===== config.mk =====
export PLATFORM = sky130hd
export DESIGN_NAME = rxdw_engine
export DESIGN_NICKNAME = d
export VERILOG_FILES = /design/src/design/rxdw_pkg.sv /design/src/design/rxdw_status_gen.sv /design/src/design/rxdw_engine.sv
export VERILOG_INCLUDE_DIRS = /design/src /design/src/design
export SDC_FILE = /design/constraint.sdc
export NUM_CORES = 1
export LEC_CHECK = 0
export BUFFER_PORTS_ARGS = -buffer_cell sky130_fd_sc_hd__buf_2
export CAP_MARGIN = 5
export CORE_MARGIN = 4
export CORE_UTILIZATION = 36
export DETAILED_ROUTE_END_ITERATION = 10
export GPL_ROUTABILITY_DRIVEN = 0
export PLACE_DENSITY = 0.54
export REMOVE_ABC_BUFFERS = 1
export SETUP_SLACK_MARGIN = 0.2
export SKIP_CTS_REPAIR_TIMING = 1
export SYNTH_ARGS = -nofsm -noshare
export SYNTH_HDL_FRONTEND = slang
export SYNTH_SLANG_ARGS = --single-unit

===== constraint.sdc =====
create_clock -name clk_i -period 8.5 [get_ports clk_i]
set_clock_uncertainty 0.2 [all_clocks]
set_input_delay 0.425 -clock clk_i [delete_from_list [all_inputs] [get_ports clk_i]]
set_output_delay 0.425 -clock clk_i [all_outputs]
set_load 0.005 [all_outputs]

===== src/design/rxdw_map.svh =====
`ifndef RXDW_MAP_SVH
`define RXDW_MAP_SVH
// Descriptor first halfword bit positions
`define RXDW_B_EMPTY      15
`define RXDW_B_SW_A       14
`define RXDW_B_WRAP       13
`define RXDW_B_SW_B       12
`define RXDW_B_LAST       11
`define RXDW_B_MISS       8
`define RXDW_B_BCAST      7
`define RXDW_B_MCAST      6
`define RXDW_B_OVERSIZE   5
`define RXDW_B_PARTIAL    4
`define RXDW_B_RSV3       3
`define RXDW_B_CRC        2
`define RXDW_B_SPILL      1
`define RXDW_B_CUT        0
// Descriptor byte offsets
`define RXDW_OFS_CTRL     32'h0000_0000
`define RXDW_OFS_LEN      32'h0000_0002
`define RXDW_OFS_PTR_HI   32'h0000_0004
`define RXDW_OFS_PTR_LO   32'h0000_0006
`define RXDW_DESC_BYTES   32'h0000_0008
// Frame length ceiling and reported truncated length
`define RXDW_MAX_BYTES    16'h07ff
// Register offsets
`define RXDW_REG_CTRL     8'h00
`define RXDW_REG_RING     8'h04
`define RXDW_REG_BUFSZ    8'h08
`define RXDW_REG_MAXFL    8'h0c
`define RXDW_REG_KICK     8'h10
`define RXDW_REG_STATUS   8'h14
`define RXDW_REG_CUR      8'h18
// Reset values
`define RXDW_RST_BUFSZ    16'h0100
`define RXDW_RST_MAXFL    16'h05ee
`endif


===== src/design/rxdw_pkg.sv =====
package rxdw_pkg;
  // Per-frame summary handed over by the receive logic at frame end
  typedef struct packed {
    logic        addr_hit;
    logic        dest_bcast;
    logic        dest_mcast;
    logic        odd_bits;
    logic        crc_bad;
    logic        fifo_spill;
    logic [15:0] frame_len;
  } rxdw_frame_s;

  // Memory master request
  typedef struct packed {
    logic        wr;
    logic [31:0] addr;
    logic [15:0] wdata;
  } rxdw_mreq_s;

  typedef enum logic [2:0] {
    RXDW_IDLE   = 3'b000,
    RXDW_RD_CTL = 3'b001,
    RXDW_RD_PHI = 3'b010,
    RXDW_RD_PLO = 3'b011,
    RXDW_FILL   = 3'b100,
    RXDW_WR_LEN = 3'b101,
    RXDW_WR_CTL = 3'b110,
    RXDW_NEXT   = 3'b111
  } rxdw_state_e;
endpackage


===== src/design/rxdw_status_gen.sv =====
`timescale 1ns/10ps
`include "rxdw_map.svh"
// Builds the closing control halfword of a descriptor
module rxdw_status_gen (
  input  wire logic               is_last_i,
  input  wire logic               accept_all_i,
  input  wire logic               oversize_i,
  input  wire logic               cut_i,
  input  wire rxdw_pkg::rxdw_frame_s frm_i,
  input  wire logic [15:0]        old_ctl_i,
  output logic      [15:0]        ctl_o
);
  wire spill    = frm_i.fifo_spill;
  wire miss     = accept_all_i & ~frm_i.addr_hit & ~spill;
  wire partial  = frm_i.odd_bits & frm_i.crc_bad & ~spill;
  wire crc_fail = ~frm_i.odd_bits & frm_i.crc_bad & ~spill;
  wire ovs      = oversize_i & ~spill;

  // Software bits pass through; reserved bits close as zero
  always_comb
  begin
    ctl_o                  = 16'h0000;
    ctl_o[`RXDW_B_SW_A]    = old_ctl_i[`RXDW_B_SW_A];
    ctl_o[`RXDW_B_SW_B]    = old_ctl_i[`RXDW_B_SW_B];
    ctl_o[`RXDW_B_WRAP]    = old_ctl_i[`RXDW_B_WRAP];
    ctl_o[`RXDW_B_EMPTY]   = 1'b0;
    ctl_o[`RXDW_B_LAST]    = is_last_i;
    if (is_last_i)
    begin
      ctl_o[`RXDW_B_MISS]     = miss;
      ctl_o[`RXDW_B_BCAST]    = frm_i.dest_bcast;
      ctl_o[`RXDW_B_MCAST]    = frm_i.dest_mcast & ~frm_i.dest_bcast;
      ctl_o[`RXDW_B_OVERSIZE] = ovs;
      ctl_o[`RXDW_B_PARTIAL]  = partial;
      ctl_o[`RXDW_B_CRC]      = crc_fail;
      ctl_o[`RXDW_B_SPILL]    = spill;
      ctl_o[`RXDW_B_CUT]      = cut_i;
    end
    else
    begin
      // Status bits of an intermediate buffer keep what software left
      ctl_o[`RXDW_B_MISS:`RXDW_B_CUT] = old_ctl_i[`RXDW_B_MISS:`RXDW_B_CUT];
      ctl_o[`RXDW_B_RSV3]             = 1'b0;
    end
  end
endmodule


===== src/design/rxdw_engine.sv =====
`timescale 1ns/10ps
`include "rxdw_map.svh"
// Function
// - Close descriptor: empty, last, status, length
// - Status flags written only in last descriptor
// - Empty bit: software sets, device clears
// - Software-owned bits untouched and ignored
// - Wrap selects ring base, else consecutive
// - Last bit marks final buffer of frame
// - Miss flag under accept-all on address miss
// - Broadcast destination sets all-stations flag
// - Multicast but not broadcast sets group flag
// - Oversize flag when length exceeds limit
// - Partial byte with bad CRC, no CRC flag
// - CRC fail for whole-octet bad frames
// - FIFO spill zeroes other error flags
// - Cut short when frame over 2047 bytes
// - Length: buffer size or frame length, once
// - Buffer pointer read, never written
// - Empty-clear descriptor repolled once, then stop
// - At most 2047 bytes, truncated length 0x7FF
module rxdw_engine #(
  parameter int ADDR_W = 32
) (
  input  wire logic                  clk_i,
  input  wire logic                  srst_i,
  input  wire logic                  ce_i,
  // Register port
  input  wire logic [7:0]            reg_addr_i,
  input  wire logic [31:0]           reg_wdata_i,
  input  wire logic                  reg_wr_i,
  input  wire logic                  reg_rd_i,
  output logic      [31:0]           reg_rdata_o,
  // Receive data stream, one byte per beat
  input  wire logic                  rx_valid_i,
  input  wire logic [7:0]            rx_byte_i,
  output logic                       rx_ready_o,
  input  wire logic                  rx_end_i,
  input  wire rxdw_pkg::rxdw_frame_s rx_frame_i,
  // Halfword memory master, one request per cycle, read data next cycle
  output rxdw_pkg::rxdw_mreq_s       mem_req_o,
  output logic                       mem_req_vld_o,
  input  wire logic [15:0]           mem_rdata_i,
  output logic [ADDR_W-1:0]          dma_addr_o,
  output logic [7:0]                 dma_byte_o,
  output logic                       dma_wr_o,
  output logic                       stalled_o
);
  // Only a 32-bit pointer space is served by the walk logic
  if (ADDR_W != 32)
  begin : g_bad_addr_w
    $error("rxdw_engine: ADDR_W must be 32");
  end

  // ==========================================================
  // Registers
  logic                 enable_ff;
  logic                 accept_all_ff;
  logic [31:0]          ring_base_ff;
  logic [15:0]          buf_size_ff;
  logic [15:0]          frame_length_limit_ff;
  logic                 kick_ff;
  logic [31:0]          rdata_ff;

  wire wr_ctrl  = reg_wr_i & (reg_addr_i == `RXDW_REG_CTRL);
  wire wr_ring  = reg_wr_i & (reg_addr_i == `RXDW_REG_RING);
  wire wr_bufsz = reg_wr_i & (reg_addr_i == `RXDW_REG_BUFSZ);
  wire wr_maxfl = reg_wr_i & (reg_addr_i == `RXDW_REG_MAXFL);
  wire wr_kick  = reg_wr_i & (reg_addr_i == `RXDW_REG_KICK);

  // ==========================================================
  // Engine state
  rxdw_pkg::rxdw_state_e state_ff;
  rxdw_pkg::rxdw_state_e nxt_state;
  logic [31:0]          desc_ff;
  logic [15:0]          ctl_ff;
  logic [15:0]          ptr_hi_ff;
  logic [31:0]          wr_ptr_ff;
  logic [15:0]          buf_cnt_ff;
  logic [15:0]          frm_cnt_ff;
  logic                 repoll_ff;
  logic                 stalled_ff;
  logic                 closing_last_ff;
  logic                 cut_ff;
  rxdw_pkg::rxdw_frame_s frame_ff;
  logic                 rd_pend_ff;
  rxdw_pkg::rxdw_mreq_s mreq_ff;
  logic                 mreq_vld_ff;
  logic [7:0]           dbyte_ff;
  logic                 dwr_ff;
  logic [31:0]          daddr_ff;
  logic [15:0]          close_ctl;
  logic                 fill_rdy_ff;

  wire ctl_empty  = mem_rdata_i[`RXDW_B_EMPTY];
  wire frame_full = (frm_cnt_ff == `RXDW_MAX_BYTES);
  wire buf_full   = (buf_cnt_ff == buf_size_ff);
  // A byte moves only when ready and valid meet, so the source never loses one
  wire take_byte  = (state_ff == rxdw_pkg::RXDW_FILL) & rx_valid_i & fill_rdy_ff & ~buf_full;
  wire store_byte = take_byte & ~frame_full;
  wire plo_done   = (state_ff == rxdw_pkg::RXDW_RD_PLO) & rd_pend_ff;
  wire [15:0] nxt_buf_cnt = plo_done ? 16'h0000
                          : (store_byte ? buf_cnt_ff + 16'h0001 : buf_cnt_ff);
  wire end_frame  = (state_ff == rxdw_pkg::RXDW_FILL) & rx_end_i & ~rx_valid_i;
  wire [31:0] next_seq = desc_ff + `RXDW_DESC_BYTES;
  wire [31:0] next_desc = ctl_ff[`RXDW_B_WRAP] ? ring_base_ff : next_seq;
  wire [15:0] len_word = closing_last_ff
                       ? (cut_ff ? `RXDW_MAX_BYTES : frame_ff.frame_len)
                       : buf_size_ff;

  // Closing halfword generator
  rxdw_status_gen u_status (
    .is_last_i    (closing_last_ff),
    .accept_all_i (accept_all_ff),
    .oversize_i   (frame_ff.frame_len > frame_length_limit_ff),
    .cut_i        (cut_ff),
    .frm_i        (frame_ff),
    .old_ctl_i    (ctl_ff),
    .ctl_o        (close_ctl)
  );

  // Next state; reads only advance when the previous read has returned
  always_comb
  begin
    nxt_state = state_ff;
    case (state_ff)
      rxdw_pkg::RXDW_IDLE:   if (kick_ff & ~rd_pend_ff) nxt_state = rxdw_pkg::RXDW_RD_CTL;
      rxdw_pkg::RXDW_RD_CTL:
        if (rd_pend_ff)
        begin
          if (ctl_empty)
            nxt_state = rxdw_pkg::RXDW_RD_PHI;
          else if (repoll_ff)
            nxt_state = rxdw_pkg::RXDW_IDLE;
        end
      rxdw_pkg::RXDW_RD_PHI: if (rd_pend_ff) nxt_state = rxdw_pkg::RXDW_RD_PLO;
      rxdw_pkg::RXDW_RD_PLO: if (rd_pend_ff) nxt_state = rxdw_pkg::RXDW_FILL;
      rxdw_pkg::RXDW_FILL:   if (end_frame | (buf_full & rx_valid_i))
                               nxt_state = rxdw_pkg::RXDW_WR_LEN;
      rxdw_pkg::RXDW_WR_LEN: nxt_state = rxdw_pkg::RXDW_WR_CTL;
      rxdw_pkg::RXDW_WR_CTL: nxt_state = rxdw_pkg::RXDW_NEXT;
      rxdw_pkg::RXDW_NEXT:   nxt_state = rxdw_pkg::RXDW_RD_CTL;
      default:               nxt_state = rxdw_pkg::RXDW_IDLE;
    endcase
  end

  // Control and configuration registers
  always_ff @(posedge clk_i)
  begin
    if (srst_i)
    begin
      enable_ff     <= 1'b0;
      accept_all_ff <= 1'b0;
      ring_base_ff  <= 32'h0000_0000;
      buf_size_ff   <= `RXDW_RST_BUFSZ;
      frame_length_limit_ff     <= `RXDW_RST_MAXFL;
    end
    else if (ce_i)
    begin
      if (wr_ctrl)
      begin
        enable_ff     <= reg_wdata_i[0];
        accept_all_ff <= reg_wdata_i[1];
      end
      if (wr_ring)
        ring_base_ff <= {reg_wdata_i[31:2], 2'b00};
      if (wr_bufsz)
        buf_size_ff <= {reg_wdata_i[15:4], 4'h0};
      if (wr_maxfl)
        frame_length_limit_ff <= reg_wdata_i[15:0];
    end
  end

  // Kick flag: a new kick wins over the engine's own clear
  always_ff @(posedge clk_i)
  begin
    if (srst_i | ~enable_ff)
      kick_ff <= 1'b0;
    else if (ce_i)
      kick_ff <= wr_kick | (kick_ff & ~(state_ff == rxdw_pkg::RXDW_IDLE & ~rd_pend_ff));
  end

  // Read data, one cycle after the strobe
  always_ff @(posedge clk_i)
  begin
    if (srst_i)
      rdata_ff <= 32'h0000_0000;
    else if (ce_i)
    begin
      rdata_ff <= 32'h0000_0000;
      if (reg_rd_i)
        case (reg_addr_i)
          `RXDW_REG_CTRL:   rdata_ff <= {30'h0, accept_all_ff, enable_ff};
          `RXDW_REG_RING:   rdata_ff <= ring_base_ff;
          `RXDW_REG_BUFSZ:  rdata_ff <= {16'h0, buf_size_ff};
          `RXDW_REG_MAXFL:  rdata_ff <= {16'h0, frame_length_limit_ff};
          `RXDW_REG_STATUS: rdata_ff <= {13'h0, state_ff, 15'h0, stalled_ff};
          `RXDW_REG_CUR:    rdata_ff <= desc_ff;
          default:          rdata_ff <= 32'h0000_0000;
        endcase
    end
  end

  // Descriptor walk; clearing enable returns the pointer to the ring base
  always_ff @(posedge clk_i)
  begin
    if (srst_i | ~enable_ff)
    begin
      state_ff        <= rxdw_pkg::RXDW_IDLE;
      desc_ff         <= ring_base_ff;
      repoll_ff       <= 1'b0;
      stalled_ff      <= 1'b0;
      rd_pend_ff      <= 1'b0;
      closing_last_ff <= 1'b0;
    end
    else if (ce_i)
    begin
      state_ff <= nxt_state;
      if (state_ff == rxdw_pkg::RXDW_IDLE && kick_ff)
      begin
        stalled_ff <= 1'b0;
        repoll_ff  <= 1'b0;
      end
      rd_pend_ff <= mreq_vld_ff ? ~mreq_ff.wr : 1'b0;
      // An empty descriptor ends a poll run, so the next one gets two polls again
      if (state_ff == rxdw_pkg::RXDW_RD_CTL && rd_pend_ff && ctl_empty)
        repoll_ff <= 1'b0;
      if (state_ff == rxdw_pkg::RXDW_RD_CTL && rd_pend_ff && !ctl_empty)
      begin
        repoll_ff  <= ~repoll_ff;
        stalled_ff <= repoll_ff;
      end
      if (state_ff == rxdw_pkg::RXDW_FILL)
        closing_last_ff <= end_frame;
      if (state_ff == rxdw_pkg::RXDW_NEXT)
        desc_ff <= next_desc;
    end
  end

  // Descriptor contents, byte counters and frame summary
  always_ff @(posedge clk_i)
  begin
    if (srst_i | ~enable_ff)
    begin
      ctl_ff     <= 16'h0000;
      ptr_hi_ff  <= 16'h0000;
      wr_ptr_ff  <= 32'h0000_0000;
      buf_cnt_ff <= 16'h0000;
      frm_cnt_ff <= 16'h0000;
      cut_ff     <= 1'b0;
      frame_ff   <= '0;
    end
    else if (ce_i)
    begin
      if (state_ff == rxdw_pkg::RXDW_RD_CTL && rd_pend_ff)
        ctl_ff <= mem_rdata_i;
      if (state_ff == rxdw_pkg::RXDW_RD_PHI && rd_pend_ff)
        ptr_hi_ff <= mem_rdata_i;
      if (state_ff == rxdw_pkg::RXDW_RD_PLO && rd_pend_ff)
      begin
        wr_ptr_ff  <= {ptr_hi_ff, mem_rdata_i};
        buf_cnt_ff <= 16'h0000;
      end
      if (take_byte)
      begin
        if (store_byte)
        begin
          wr_ptr_ff  <= wr_ptr_ff + 32'h0000_0001;
          buf_cnt_ff <= buf_cnt_ff + 16'h0001;
          frm_cnt_ff <= frm_cnt_ff + 16'h0001;
        end
        else
          cut_ff <= 1'b1;
      end
      if (end_frame)
        frame_ff <= rx_frame_i;
      if (state_ff == rxdw_pkg::RXDW_WR_CTL && closing_last_ff)
      begin
        frm_cnt_ff <= 16'h0000;
        cut_ff     <= 1'b0;
      end
    end
  end

  // Memory requests: descriptor reads, then length and control on close
  always_ff @(posedge clk_i)
  begin
    if (srst_i | ~enable_ff)
    begin
      mreq_ff     <= '0;
      mreq_vld_ff <= 1'b0;
      dbyte_ff    <= 8'h00;
      dwr_ff      <= 1'b0;
      daddr_ff    <= 32'h0000_0000;
    end
    else if (ce_i)
    begin
      mreq_vld_ff <= 1'b0;
      mreq_ff.wr  <= 1'b0;
      if (nxt_state != state_ff || (state_ff == rxdw_pkg::RXDW_RD_CTL && rd_pend_ff))
      begin
        case (nxt_state)
          rxdw_pkg::RXDW_RD_CTL:
          begin
            mreq_ff     <= '{wr: 1'b0, addr: (state_ff == rxdw_pkg::RXDW_NEXT ? next_desc
                                                 : desc_ff) + `RXDW_OFS_CTRL, wdata: 16'h0};
            mreq_vld_ff <= 1'b1;
          end
          rxdw_pkg::RXDW_RD_PHI:
          begin
            mreq_ff     <= '{wr: 1'b0, addr: desc_ff + `RXDW_OFS_PTR_HI, wdata: 16'h0};
            mreq_vld_ff <= 1'b1;
          end
          rxdw_pkg::RXDW_RD_PLO:
          begin
            mreq_ff     <= '{wr: 1'b0, addr: desc_ff + `RXDW_OFS_PTR_LO, wdata: 16'h0};
            mreq_vld_ff <= 1'b1;
          end
          rxdw_pkg::RXDW_WR_CTL:
          begin
            mreq_ff     <= '{wr: 1'b1, addr: desc_ff + `RXDW_OFS_LEN, wdata: len_word};
            mreq_vld_ff <= 1'b1;
          end
          rxdw_pkg::RXDW_NEXT:
          begin
            mreq_ff     <= '{wr: 1'b1, addr: desc_ff + `RXDW_OFS_CTRL, wdata: close_ctl};
            mreq_vld_ff <= 1'b1;
          end
          default:
            mreq_vld_ff <= 1'b0;
        endcase
      end
      // Data bytes go straight out; the pointer alignment is software's duty
      dwr_ff   <= store_byte;
      dbyte_ff <= rx_byte_i;
      daddr_ff <= wr_ptr_ff;
    end
  end

  // Outputs straight from flip-flops
  assign reg_rdata_o   = rdata_ff;
  assign mem_req_o     = mreq_ff;
  assign mem_req_vld_o = mreq_vld_ff;
  assign dma_addr_o    = daddr_ff;
  assign dma_byte_o    = dbyte_ff;
  assign dma_wr_o      = dwr_ff;
  assign stalled_o     = stalled_ff;
  assign rx_ready_o    = fill_rdy_ff;

  // Ready registered one cycle ahead from the next count, so it is never
  // high while the buffer is full; source holds data until seen ready
  always_ff @(posedge clk_i)
  begin
    if (srst_i | ~enable_ff)
      fill_rdy_ff <= 1'b0;
    else if (ce_i)
      fill_rdy_ff <= (nxt_state == rxdw_pkg::RXDW_FILL) & (nxt_buf_cnt != buf_size_ff);
  end
endmodule


==> flow_summary.toml <==
[placement]
hpwl_um = 46500
placed_area_sq_um = 19800
port_buffers = 217

[setup_path]
cp-start-kind = "flip-flop"
startpoint = "buf_cnt_ff[12]"
critPathKind = "flip-flop to flip-flop"
cp-end-kind = "flip-flop"
cp_max_fo = 83
arrival_ns = 4.98
r2r_start = "buf_cnt_ff[12]"
cp_data_required_time_ns = 8.79

[routing]
ant_nets = 0
num_vias = 18784
drt-vias-per-instance = 5.74
remaining_drc_errors = 0
wire_per_inst_um = 20.8
first_pass_iters = 6
drt-total-wl_um = 68100
drt_iter0_drc = 1785

[power]
clkPwrFrac = 0.524
power_frac_seq = 0.448
power_w = 0.00359
ir_drop_mv = 0.121
swShare = 0.222
internal_power_w = 0.00279
p_switching_w = 0.000797
p_leak_nw = 7.81
p_comb_frac = 0.028
power_density_nw_per_um2 = 163

[layout]
final_area_sq_um = 22000
fin_util = 0.437
layout-drive-gt1-share = 0.148
area_growth_pct = 19.7
nNetsFinal = 2687

[clocking]
cts_buffers = 41
cts_tree = "done"
clk_path_buf_depth = 3
cts_sinks = 338
clk_latency_ns = 0.59
clk_pin_slew_ns = 0.06
h-tree-depth = 2
clockRootBuffer = "clkbuf_16"

[logic_synthesis]
synth_top_area_cell = "dfxtp_1"
yosysSeqAreaShare = 0.386
synth-seq-cells = 338
yosysUniqueCellTypes = 84
synth_edf_count = 32
netlist_top_cells_area = "dfxtp_1 33%, a21oi_1 8.2%, nand2_1 8.1%"
avgSynthCellArea_sq_um = 7.63
syn_inst = 2405
yosys_warnings = 0
syn-cell-area_sq_um = 18400
synth.top_cell.area_share = 0.334
synth-main-ff-cell = "dfxtp_1"
async_flop_share = 0

[job]
max-cap-violations = 0

[floorplanning]
dieArea_sq_um = 54700
die_h_um = 234
io-pin-count = 218
fp.dieW_um = 234
fp-row-count = 82
start_util = 0.365
core-area_sq_um = 50300

[global_route]
grt_pass1_vias = 17738
grt_max_degree = 84
grt-ovfl-total = 0
antenna_found_initial = 2
grt_pass1_wl_um = 104000
grt_usage = 0.240

[sta]
max_slew_margin = 0.167
tns_ns = 0
setup_viol = 0
tightest_slew_ns = 1.24
slew_violations = 0
fin_crit_ns = 4.69
rsz0062_at_grt = "false"
period_share = 0.552
hold_violations = 0
fmax_mhz = 213
holdWs_ns = 0.0416

[run_status]
status = "finished, final reports clean"

[min_path]
hp-class = "input port to flip-flop"
min_from = "ce_i"
-- worst max-delay path, cell delays in order (launching register included) --
cell and delay, ns:
dfxtp_1 0.54, xor2_1 0.12, nor4b_1 0.46, and4_1 0.51
a21oi_2 0.19, or3b_4 0.42, a221oi_4 0.71, buf_4 0.88
o221ai_1 0.29, a21oi_1 0.20
-- metal layers --
layer,wire (um),global-route usage,vias up
li1,-,-,8928
met1,27800,0.297,8948
met2,33200,0.417,733
met3,4340,0.0378,171
met4,2630,0.0982,4
met5,25,0,-
-- synthesized netlist by cell type, types with 22 or more instances --
| master | instances |
|---|---|
| nor2_1 | 269 |
| xor2_1 | 30 |
| a22oi_1 | 56 |
| a211oi_1 | 34 |
| and3_1 | 28 |
| edfxtp_1 | 32 |
| nand3_1 | 79 |
| o21ai_0 | 122 |
| dfxtp_1 | 306 |
| a21oi_1 | 302 |
| clkbuf_1 | 174 |
| a31oi_1 | 27 |
| ha_1 | 23 |
| nor3_1 | 30 |
| inv_1 | 52 |
| nand4_1 | 35 |
| nand2b_1 | 22 |
| nand2_1 | 394 |
| mux2i_1 | 49 |
| o22ai_1 | 38 |
-- logic make-up (layout without fill, tap and decap cells) --
logic type / after synthesis / after routing / share of synthesized area
and+or+nand+nor: 956 / 956 / 0.234
AOI/OAI and AO/OA: 729 / 729 / 0.254
DFF: 338 / 338 / 0.386
buffers and inverters: 257 / 454 / 0.0570
muxes: 55 / 55 / 0.0304
xor gates and xnor gates: 46 / 46 / 0.0219
adders and majority gates: 24 / 24 / 0.0168
other: 0 / 1 / 0
-- flip-flops by register name, indices dropped and copies added (netlist names), 11 cells and up --
signal and flops:
buf_cnt_ff 16, buf_size_ff 12, ctl_ff 11, desc_ff 32, dma_addr_o 32, frame_ff 22, frame_length_limit_ff 16, frm_cnt_ff 16
mem_req_o 49, ptr_hi_ff 16, reg_rdata_o 32, ring_base_ff 30, wr_ptr_ff 32
-- power groups by stage --
stage | clock, W | combinational [W] | sequential, W
final | 0.00188 | 0.0000991 | 0.00161
after CTS | 0.00193 | 0.0000705 | 0.00161
after detailed placement | 0 | 0.0000703 | 0.00164
after floorplan | 0 | 0.0000136 | 0.00164
after global routing | 0.00199 | 0.000106 | 0.00161
after global placement | 0 | 0.0000696 | 0.00164
-- placed cells by master (no fill, tap or decap), types with 28 or more instances in the layout --
master,netlist,final
a211oi_1,34,34
a21oi_1,302,302
a22oi_1,56,56
and3_1,28,28
buf_2,3,215
buf_4,3,34
clkbuf_16,0,42
dfxtp_1,306,306
dlygate4sd3_1,0,77
edfxtp_1,32,32
inv_1,52,51
mux2i_1,49,49
nand2_1,394,394
nand3_1,79,79
nand4_1,35,35
nor2_1,269,264
o21ai_0,122,121
o22ai_1,38,38
xor2_1,30,30
-- through the flow --
stage | std cells | setup slack [ns]
4_1_cts | 3197 | 3.86
3_3_place_gp | 3122 | 3.97
5_1_grt | 3274 | 3.49
2_1_floorplan | 2201 | 2.06
3_5_place_dp | 3122 | 3.90
6_report | 3275 | 3.81
-- layout make-up --
class / count / area [sq um]
flip-flops and latches: 338 / 7090
repair buffers: 326 / 2100
well taps: 672 / 841
fillers: 5090 / 28300
multi-input cells: 1810 / 10300
clock inverters: 18 / 246
inverters: 53 / 199
clock buffers: 57 / 1190
diodes: 1 / 2.50
-- path summary, 6_finish.rpt --
check                   to  slack, ns  depth (start not counted)
min reg2reg   ptr_hi_ff[2]       0.25                          2
max          mem_req_o[17]       3.81                          9
max reg2reg  mem_req_o[17]       3.81                          9
min            state_ff[1]       0.04                          2
Power figures use the tool's default switching activity.
